**src/nv_access_pkg.sv**
```systemverilog
// Constants and carrier types for the data EEPROM access unit.
// Assumes a single 50 MHz system clock and an SFR bus driven by the CPU.
package nv_access_pkg;

  localparam logic [8:0] LVR_DISABLE_KEY_ADDR = 9'h109;
  localparam logic [8:0] TABLE_READ_TRIGGER_ADDR = 9'h18c;
  localparam logic [8:0] NV_WRITE_CONTROL_ADDR = 9'h18d;
  localparam logic [8:0] NV_ACCESS_KEY_ADDR = 9'h18e;
  localparam logic [8:0] NV_WRITE_DATA_ADDR = 9'h18f;

  localparam logic [7:0] ACCESS_KEY_VALUE = 8'he2;
  localparam logic [7:0] LVR_OFF_VALUE = 8'h37;
  localparam logic [7:0] CMD_READ_LOW = 8'h01;
  localparam logic [7:0] CMD_READ_HIGH = 8'h02;
  localparam logic [7:0] BYTE_RESET = 8'h00;

  localparam int NV_DEPTH = 128;
  localparam int NV_ADDR_W = 7;
  localparam int TO_FLAG_BIT = 2;

  localparam int CLK_HZ = 50_000_000;
  localparam int WDOG_1_US = 1600;
  localparam int WDOG_2_US = 6400;
  localparam int WDOG_3_US = 12800;
  localparam int WDOG_1_CYC = WDOG_1_US * (CLK_HZ / 1_000_000);
  localparam int WDOG_2_CYC = WDOG_2_US * (CLK_HZ / 1_000_000);
  localparam int WDOG_3_CYC = WDOG_3_US * (CLK_HZ / 1_000_000);
  localparam int WDOG_CNT_W = 20;

  // Programming time of the array, in cycles
  localparam int PROG_CYC_DEFAULT = 100000;

  typedef enum logic [1:0]
  {
    WD_OFF = 2'b00,
    WD_SHORT = 2'b01,
    WD_MID = 2'b10,
    WD_LONG = 2'b11
  } watchdog_sel_t;

  typedef enum logic [0:0]
  {
    ST_IDLE = 1'b0,
    ST_PROG = 1'b1
  } prog_state_t;

  typedef struct packed
  {
    logic wr;
    logic rd;
    logic [8:0] addr;
    logic [7:0] wdata;
  } sfr_req_t;

endpackage

```
**src/data_eeprom_access_unit.sv**
```systemverilog
// Data EEPROM access unit: key, table read, byte write and write watchdog.
// Assumes the CPU presents one SFR access per cycle and supplies ROM words.
//
// Summary of operation
// - A 128-byte data space is kept, each byte read and written alone.
// - Writing E2h to the access key enables access, any other value disables it.
// - While enabled, a low-byte table read returns the EEPROM byte instead of ROM.
// - With access enabled and no write running, a write-data write programs that byte at the pointer.
// - The watchdog field picks off, 1.6 ms, 6.4 ms or 12.8 ms.
// - A write running past the selected time sets read-only bit 2 of control.
// - The time-out flag is cleared by hardware while the field is zero.
// - Command 01h reads the low byte, 02h the high byte of the pointed word.
// - After a command, reading the table-read register gives the fetched byte.
// - With key E2h and a low-byte command, the read gives the EEPROM byte.
// - The disable key is 8-bit write-only, zero at reset, 37h forces it off.
// - The table pointer is the high pointer byte above the low one.
`timescale 1ns/1ns
module data_eeprom_access_unit #(
  parameter int PROG_CYC = nv_access_pkg::PROG_CYC_DEFAULT,
  parameter int WDOG_1 = nv_access_pkg::WDOG_1_CYC,
  parameter int WDOG_2 = nv_access_pkg::WDOG_2_CYC,
  parameter int WDOG_3 = nv_access_pkg::WDOG_3_CYC
) (
  input wire logic clk_in,                       // System clock
  input wire logic rst_n_in,                     // Async reset, low
  input wire nv_access_pkg::sfr_req_t sfr_in,    // SFR access
  input wire logic [7:0] pointer_low_in,         // Pointer low byte
  input wire logic [7:0] pointer_high_in,        // Pointer high byte
  input wire logic [15:0] rom_word_in,           // ROM word at rom_addr_out
  output logic [15:0] rom_addr_out,              // Table pointer to ROM
  output logic [7:0] sfr_rdata_out,              // SFR read data
  output logic low_voltage_reset_off_out,        // Forces LOW_VOLTAGE_RESET off
  output logic busy_out                          // Programming in progress
);

  logic [7:0] mem [nv_access_pkg::NV_DEPTH];
  logic [7:0] key_reg;
  logic lvr_off_reg;
  logic [7:0] tab_reg;
  logic [1:0] wd_sel_reg;
  logic to_flag_reg;
  logic [nv_access_pkg::WDOG_CNT_W-1:0] wd_cnt_reg;
  logic [nv_access_pkg::WDOG_CNT_W-1:0] prog_cnt_reg;
  logic [nv_access_pkg::NV_ADDR_W-1:0] prog_addr_reg;
  logic [7:0] prog_data_reg;
  logic [15:0] rom_addr_reg;
  logic [7:0] rdata_reg;
  nv_access_pkg::prog_state_t state_reg;
  nv_access_pkg::prog_state_t state_next;
  logic busy_reg;

  function automatic logic hit(input nv_access_pkg::sfr_req_t r, input logic [8:0] a);
    hit = r.addr == a;
  endfunction

  // Both counters step through here
  function automatic logic [nv_access_pkg::WDOG_CNT_W-1:0] bump(
    input logic [nv_access_pkg::WDOG_CNT_W-1:0] v
  );
    bump = v + nv_access_pkg::WDOG_CNT_W'(1);
  endfunction

  wire logic wr_key = sfr_in.wr && hit(sfr_in, nv_access_pkg::NV_ACCESS_KEY_ADDR);
  wire logic wr_lvr = sfr_in.wr && hit(sfr_in, nv_access_pkg::LVR_DISABLE_KEY_ADDR);
  wire logic wr_tab = sfr_in.wr && hit(sfr_in, nv_access_pkg::TABLE_READ_TRIGGER_ADDR);
  wire logic wr_ctl = sfr_in.wr && hit(sfr_in, nv_access_pkg::NV_WRITE_CONTROL_ADDR);
  wire logic wr_dat = sfr_in.wr && hit(sfr_in, nv_access_pkg::NV_WRITE_DATA_ADDR);
  wire logic access_en = key_reg == nv_access_pkg::ACCESS_KEY_VALUE;
  wire logic idle = state_reg == nv_access_pkg::ST_IDLE;
  wire logic [15:0] table_pointer = {pointer_high_in, pointer_low_in};
  // EEPROM ignores the high byte and bit 7
  wire logic [nv_access_pkg::NV_ADDR_W-1:0] nv_addr =
    pointer_low_in[nv_access_pkg::NV_ADDR_W-1:0];
  wire logic launch = wr_dat && access_en && idle;
  wire logic prog_done = !idle &&
    (prog_cnt_reg == nv_access_pkg::WDOG_CNT_W'(PROG_CYC - 1));

  logic [nv_access_pkg::WDOG_CNT_W-1:0] wd_limit;
  always_comb
  begin
    case (nv_access_pkg::watchdog_sel_t'(wd_sel_reg))
      nv_access_pkg::WD_SHORT: wd_limit = nv_access_pkg::WDOG_CNT_W'(WDOG_1);
      nv_access_pkg::WD_MID: wd_limit = nv_access_pkg::WDOG_CNT_W'(WDOG_2);
      nv_access_pkg::WD_LONG: wd_limit = nv_access_pkg::WDOG_CNT_W'(WDOG_3);
      default: wd_limit = '0;
    endcase
  end

  wire logic wd_on = wd_sel_reg != 2'h0;
  wire logic wd_expire = !idle && wd_on && !prog_done && (wd_cnt_reg == wd_limit - 1'b1);

  // Launch on a write, idle at completion
  always_comb
  begin
    case (state_reg)
      nv_access_pkg::ST_IDLE:
        state_next = launch ? nv_access_pkg::ST_PROG : nv_access_pkg::ST_IDLE;
      nv_access_pkg::ST_PROG:
        state_next = prog_done ? nv_access_pkg::ST_IDLE : nv_access_pkg::ST_PROG;
      default:
        state_next = nv_access_pkg::ST_IDLE;
    endcase
  end

  // Counters freeze outside a write so no late expiry
  wire logic hold_cnt = idle || prog_done;
  wire logic [nv_access_pkg::WDOG_CNT_W-1:0] prog_cnt_next =
    launch ? '0 : hold_cnt ? prog_cnt_reg : bump(prog_cnt_reg);
  wire logic [nv_access_pkg::WDOG_CNT_W-1:0] wd_cnt_next =
    launch ? '0 : (hold_cnt || wd_cnt_reg == wd_limit) ? wd_cnt_reg : bump(wd_cnt_reg);
  wire logic to_flag_next = wd_on && (wd_expire || to_flag_reg);

  // EEPROM on low command when enabled
  wire logic [7:0] tab_fetch =
    (sfr_in.wdata == nv_access_pkg::CMD_READ_LOW && access_en) ? mem[nv_addr] :
    (sfr_in.wdata == nv_access_pkg::CMD_READ_HIGH) ? rom_word_in[15:8] : rom_word_in[7:0];
  wire logic tab_cmd = wr_tab && (sfr_in.wdata == nv_access_pkg::CMD_READ_LOW ||
    sfr_in.wdata == nv_access_pkg::CMD_READ_HIGH);

  wire logic [7:0] ctl_view = {5'h0, to_flag_reg, wd_sel_reg};
  wire logic [7:0] rdata_next =
    hit(sfr_in, nv_access_pkg::TABLE_READ_TRIGGER_ADDR) ? tab_reg :
    hit(sfr_in, nv_access_pkg::NV_WRITE_CONTROL_ADDR) ? ctl_view : nv_access_pkg::BYTE_RESET;

  always_ff @(posedge clk_in or negedge rst_n_in)
  begin
    if (!rst_n_in)
    begin
      key_reg <= nv_access_pkg::BYTE_RESET;
      lvr_off_reg <= 1'b0;
      tab_reg <= nv_access_pkg::BYTE_RESET;
      wd_sel_reg <= 2'h0;
    end
    else
    begin
      if (wr_key)
        key_reg <= sfr_in.wdata;
      // Only 37h turns the reset off
      if (wr_lvr)
        lvr_off_reg <= sfr_in.wdata == nv_access_pkg::LVR_OFF_VALUE;
      // Command fetch
      if (tab_cmd)
        tab_reg <= tab_fetch;
      if (wr_ctl)
        wd_sel_reg <= sfr_in.wdata[1:0];
    end
  end

  // Read data stands until the next read
  always_ff @(posedge clk_in or negedge rst_n_in)
  begin
    if (!rst_n_in)
    begin
      rdata_reg <= nv_access_pkg::BYTE_RESET;
      rom_addr_reg <= 16'h0000;
    end
    else
    begin
      if (sfr_in.rd)
        rdata_reg <= rdata_next;
      rom_addr_reg <= table_pointer;
    end
  end

  always_ff @(posedge clk_in or negedge rst_n_in)
  begin
    if (!rst_n_in)
    begin
      state_reg <= nv_access_pkg::ST_IDLE;
      busy_reg <= 1'b0;
      prog_cnt_reg <= '0;
      wd_cnt_reg <= '0;
      to_flag_reg <= 1'b0;
    end
    else
    begin
      state_reg <= state_next;
      // Registered so the busy pin has no decode behind it
      busy_reg <= state_next == nv_access_pkg::ST_PROG;
      prog_cnt_reg <= prog_cnt_next;
      wd_cnt_reg <= wd_cnt_next;
      to_flag_reg <= to_flag_next;
    end
  end

  // Byte and address captured at launch
  always_ff @(posedge clk_in or negedge rst_n_in)
  begin
    if (!rst_n_in)
    begin
      prog_addr_reg <= '0;
      prog_data_reg <= nv_access_pkg::BYTE_RESET;
    end
    else if (launch)
    begin
      prog_addr_reg <= nv_addr;
      prog_data_reg <= sfr_in.wdata;
    end
  end

  always_ff @(posedge clk_in)
  begin
    if (prog_done)
      mem[prog_addr_reg] <= prog_data_reg;
  end

  assign rom_addr_out = rom_addr_reg;
  assign sfr_rdata_out = rdata_reg;
  assign low_voltage_reset_off_out = lvr_off_reg;
  assign busy_out = busy_reg;

endmodule

```
**config.mk**
```make
export PLATFORM = sky130hd
export DESIGN_NAME = data_eeprom_access_unit
export DESIGN_NICKNAME = d
export VERILOG_FILES = /design/src/nv_access_pkg.sv /design/src/data_eeprom_access_unit.sv
export SDC_FILE = /design/constraint.sdc
export NUM_CORES = 1
export LEC_CHECK = 0
export BUFFER_PORTS_ARGS = -buffer_cell sky130_fd_sc_hd__buf_4
export CAP_MARGIN = 20
export CORE_MARGIN = 3
export CORE_UTILIZATION = 52
export DETAILED_ROUTE_END_ITERATION = 8
export PLACE_DENSITY = 0.68
export SYNTH_ARGS = -nofsm -noshare
export SYNTH_HDL_FRONTEND = slang
export SYNTH_SLANG_ARGS = --single-unit
```
**constraint.sdc**
```tcl
create_clock -name clk_in -period 3.95 [get_ports clk_in]
set_input_delay 0.5925 -clock clk_in [delete_from_list [all_inputs] [get_ports clk_in]]
set_output_delay 0.5925 -clock clk_in [all_outputs]
set_load 0.01 [all_outputs]
```
Word-level counts from Yosys, hierarchy flattened
Memories as Yosys holds them, arrays and structs flattened.
Cells that the tools add are included.
- input port bits: 53
- memories kept: 1
- register bits: 100
- bits in writable memories: 1024
- reduce and logical (&&, ||, !) cells: 20
- equality and inequality tests: 17
- multiplexer cells: 14
- bitwise gates (word level): 1
- add/sub/neg operators: 3
- memory list (name ; words ; width ; rd ports ; clocked after memory_dff ; write ports ; line ; RTL):
    mem ; 128 ; 8 ; 1 ; 0 ; 1 ; data_eeprom_access_unit.sv:36 ; logic [7:0] mem [nv_access_pkg::NV_DEPTH];
- operator list (cell ; count):
    $mux 20 ; 4
    $pmux 20 s3 ; 1
    $eq 9x9->1 const B ; 5
    $add 20x1->20 const B ; 2
    $eq 20x20->1 ; 2
    $mux 8 ; 3
    $eq 20x17->1 const B ; 1
    $sub 20x1->20 const B ; 1
    $logic_and 1x1->1 ; 14
    $eq 8x1->1 const B ; 1
    $eq 8x2->1 const B ; 1
    $eq 8x6->1 const B ; 1
    $eq 8x8->1 const B ; 1
    $eq 2x2->1 const B ; 2
    $logic_or 1x1->1 ; 4
    $mux 1 ; 4
    $ne 2x2->1 const B ; 2
    $mux 3 ; 1
    $eq 2x1->1 const B ; 1
    $pmux 1 s2 ; 1
    $reduce_bool 2->1 ; 1
    $logic_not 1->1 ; 1
    $not 1->1 ; 1

Depth between registers and ports, before layout
- word-level depth: 7
- depth in mapped cells: 10
- gate-level depth less buffers: 8

Worst setup path after synthesis
No wires, ideal clock.
- kind: reg2reg
- start point: register prog_cnt_reg[0] (netlist bit)
- end point: memory mem[110][0], enable pin
- arrival time: 2201 ps
- setup slack: 1379 ps
- setup time: 370 ps
- data required time: 3580 ps
- stages on the path, launching flop included: 8
- buffers on the path: 1
- cells stage by stage: dfrtp_1 ha_1 nor4b_1 nand4_1 nor4b_2 nand3_1 clkbuf_1 nor2_1
- longest elaborated chain between the ends: 4
- RTL lines (item ; line ; RTL):
    start: declaration ; data_eeprom_access_unit.sv:43 ; logic [nv_access_pkg::WDOG_CNT_W-1:0] prog_cnt_reg;
    start signal: assignment ; data_eeprom_access_unit.sv:180 ; prog_cnt_reg <= prog_cnt_next;
    $eq 20x17->1 ; data_eeprom_access_unit.sv:76 ; (prog_cnt_reg == nv_access_pkg::WDOG_CNT_W'(PROG_CYC - 1));
    $logic_and 1x1->1 ; data_eeprom_access_unit.sv:75 ; wire logic prog_done = !idle &&
    $mux 1 ; data_eeprom_access_unit.sv:203 ; if (prog_done)
    $mux 1 (not written as such) ; data_eeprom_access_unit.sv:204 ; mem[prog_addr_reg] <= prog_data_reg;
    end: declaration ; data_eeprom_access_unit.sv:36 ;
Every way passes these cells.

Worst setup path in the final report
- start point: input pointer_low_in[0]
- end point: register tab_reg[5]
- longest elaborated chain between the ends: 2
- RTL lines (item ; line ; RTL):
    start: declaration ; data_eeprom_access_unit.sv:27 ; input wire logic [7:0] pointer_low_in,
    $mem_v2 128x8 ; -- ;
    $mux 8 ; data_eeprom_access_unit.sv:115 ; (sfr_in.wdata == nv_access_pkg::CMD_READ_LOW && access_en) ? mem[nv_addr] :
    end signal: assignment ; data_eeprom_access_unit.sv:131 ; tab_reg <= nv_access_pkg::BYTE_RESET;
    end signal: assignment ; data_eeprom_access_unit.sv:143 ; tab_reg <= tab_fetch;
    end: declaration ; data_eeprom_access_unit.sv:39 ; logic [7:0] tab_reg;
Every way passes these cells.
A chain may end at the register's enable or synchronous reset.

==> results_dict.tcl <==
set metrics [dict create \
    power_density_mw_per_mm2 475 \
    cts.sinks 1124 \
    placed_cell_area_mm2 0.0474 \
    skew_ps 31.8 \
    cp-end-kind "flip-flop" \
    cts_resized 0 \
    post_drt_wl_per_cell_um 28.3 \
    period_share 0.860 \
    crit_required_ps 4470 \
    cts_root_buffer "clkbuf_16" \
    synth_cell_types 63 \
    final_core_util 0.599 \
    path_class "in -> reg" \
    grt_max_degree 101 \
    die_w_um 300 \
    via_count 24500 \
    syn_to_final_growth_pct 14.0 \
    finalCriticalPeriod_ps 3400 \
    ant_nets 0 \
    io_buffers 78 \
    cts_made_buffers 110 \
    async_flop_share 0.0890 \
    placed_cells 3700 \
    hold_violations 0 \
    firstDrtPassIters 5 \
    cp.arrival_ps 3920 \
    finalPower_mw 24.3 \
    fp.dieH_um 300 \
    placementRows 107 \
    first_iter_violations 3187 \
    die_area_mm2 0.0898 \
    maxCapViolCount 0 \
    dp_hpwl_mm 71.3 \
    post_route_cells_drive_above_1_share 0.231 \
    overflow 0 \
    hold_path_class "in -> reg" \
    final_cell_mix "1024 x edfxtp_1, 213 x buf_4, 186 x nor2_1" \
    outcome "finished, final reports clean" \
    startpoint_type "primary input" \
    route.detailed.drc 0 \
    fin_hold_ws_ps 28.9 \
    synthFlopType "edfxtp_1" \
    yosysSeqAreaShare 0.742 \
    initial_core_util 0.526 \
    core_mm2 0.0853 \
    layout_commonest_cell "edfxtp_1" \
    synthCells 2458 \
    tightest_slew_ps 1210 \
    insertion_delay_ps 680 \
    path_clk_slew_ps 60 \
    nets 2734 \
    cts_buffer_depth 3 \
    num_io_pins 79 \
    fmax_ghz 0.294 \
    largest_reg_flops 1024 \
    groute.usage.overall 0.248 \
    grt_pass1_vias 24500 \
    peakVddDrop_v 0.000376 \
    finalMaxSlewViolations 0 \
    slew_headroom 0.194 \
    synth_area_per_cell_um2 18.2 \
    worstPathMaxFanout 51 \
    vias_per_cell 6.27 \
    grt_pass1_wl_mm 165 \
    cts_tree "done" \
    leakage_nw 15.1 \
    synth_edf_count 1024 \
    stdcell_area_mm2 0.0511 \
    syn_nets 2522 \
    n_antenna_cell 0 \
    synth.cell_area_mm2 0.0448 \
    ys_ff_latch 1124 \
    place_congestion 0.980 \
    instances_no_fill 3907 \
    wl_mm 111 \
    yosysWarnings 0 \
    finalSetupViolations 0 \
    cts.htree.levels 3 \
    rsz0062_at_grt "false" \
    antenna_found_initial 4 \
]
-- metrics by stage --
step                setup WS, ps  setup TNS (ps)
global placement            -153            -153
CTS                          573               0
finish                       553               0
floorplan                   1380               0
detailed placement          -112            -112
global route                 377               0
-- layer usage --
layer,wire [um],global-route usage,vias up
met5,32,0,-
met4,3650,0.0804,4
met3,11300,0.0554,255
met2,50900,0.381,1263
met1,44600,0.358,12600
li1,-,-,10300
-- worst max-delay path, stage by stage --
cell	delay (ps)
buf_8	490
buf_4	350
buf_4	280
mux4_2	540
mux2i_1	290
o22ai_1	200
nor4_1	830
and3_1	280
nor2_1	40
-- report_power, final --
part,leakage [nW],total (mW),switching (mW),internal (mW)
combinational,4.71,0.859,0.504,0.355
sequential,8.61,12.9,0.0701,12.8
clock,1.78,10.5,4.40,6.08
-- synthesized netlist by cell type (17+ instances only) --
| library cell | count | area (um^2) |
|---|---|---|
| a21oi_1 | 45 | 225 |
| o21ai_0 | 28 | 140 |
| and3_1 | 21 | 131 |
| mux2_2 | 39 | 439 |
| a22oi_1 | 94 | 706 |
| mux4_2 | 180 | 4050 |
| mux2i_1 | 167 | 1670 |
| nor4_1 | 17 | 106 |
| dfrtp_1 | 100 | 2500 |
| buf_2 | 57 | 285 |
| nand2_1 | 67 | 251 |
| nor2_1 | 187 | 702 |
| edfxtp_1 | 1024 | 30700 |
| clkbuf_1 | 39 | 146 |
| inv_1 | 30 | 113 |
| xnor2_1 | 24 | 210 |
| nor3_1 | 30 | 150 |
| nand3_1 | 72 | 360 |
| o22ai_1 | 17 | 106 |
| nand4_1 | 27 | 169 |
-- worst paths after layout --
check	endpoint	depth (start not counted)	slack (ps)	from
worst max-delay path	tab_reg[5]$_DFFE_PN0P_	9	550	pointer_low_in[0]
worst min-delay path	rom_addr_out[7]$_DFF_PN0_	1	30	pointer_low_in[7]
worst max register to register	mem[109][5]$_DFFE_PP_	9	790	prog_cnt_reg[0]$_DFFE_PN0P_
worst min register to register	key_reg[2]$_DFFE_PN0P_	1	510	key_reg[2]$_DFFE_PN0P_
max in group asynchronous	prog_data_reg[6]$_DFFE_PN0P_	3	2890	rst_n_in
min in group asynchronous	sfr_rdata_out[3]$_DFFE_PN0P_	3	500	rst_n_in
-- cell type report --
| type | instances | area [um^2] |
|---|---|---|
| Clock inverter | 68 | 654 |
| Sequential cell | 1124 | 33300 |
| Tap cell | 1144 | 1430 |
| Timing Repair Buffer | 226 | 1830 |
| Fill cell | 6061 | 34200 |
| Clock buffer | 137 | 2980 |
| Multi-Input combinational cell | 1178 | 10800 |
| Inverter | 30 | 113 |
-- timing repair --
item                                   in CTS  in global routing
buffers inserted                            0                  0
hold buffers                                2                  0
endpoints found under the hold margin      11                  0
-- kinds of logic (layout without fill, tap and decap cells) --
group / after synthesis / after routing / synth area share
multiplexers: 387 / 387 / 0.138
buffers and inverters: 156 / 461 / 0.0175
AO/OA/AOI/OAI: 248 / 248 / 0.0385
XOR/XNOR: 24 / 24 / 0.00469
AND/OR/NAND/NOR: 508 / 508 / 0.0564
flip-flops: 1124 / 1124 / 0.742
adder cells (fa/ha/maj): 11 / 11 / 0.00307
Power figures use the tool's default switching activity.
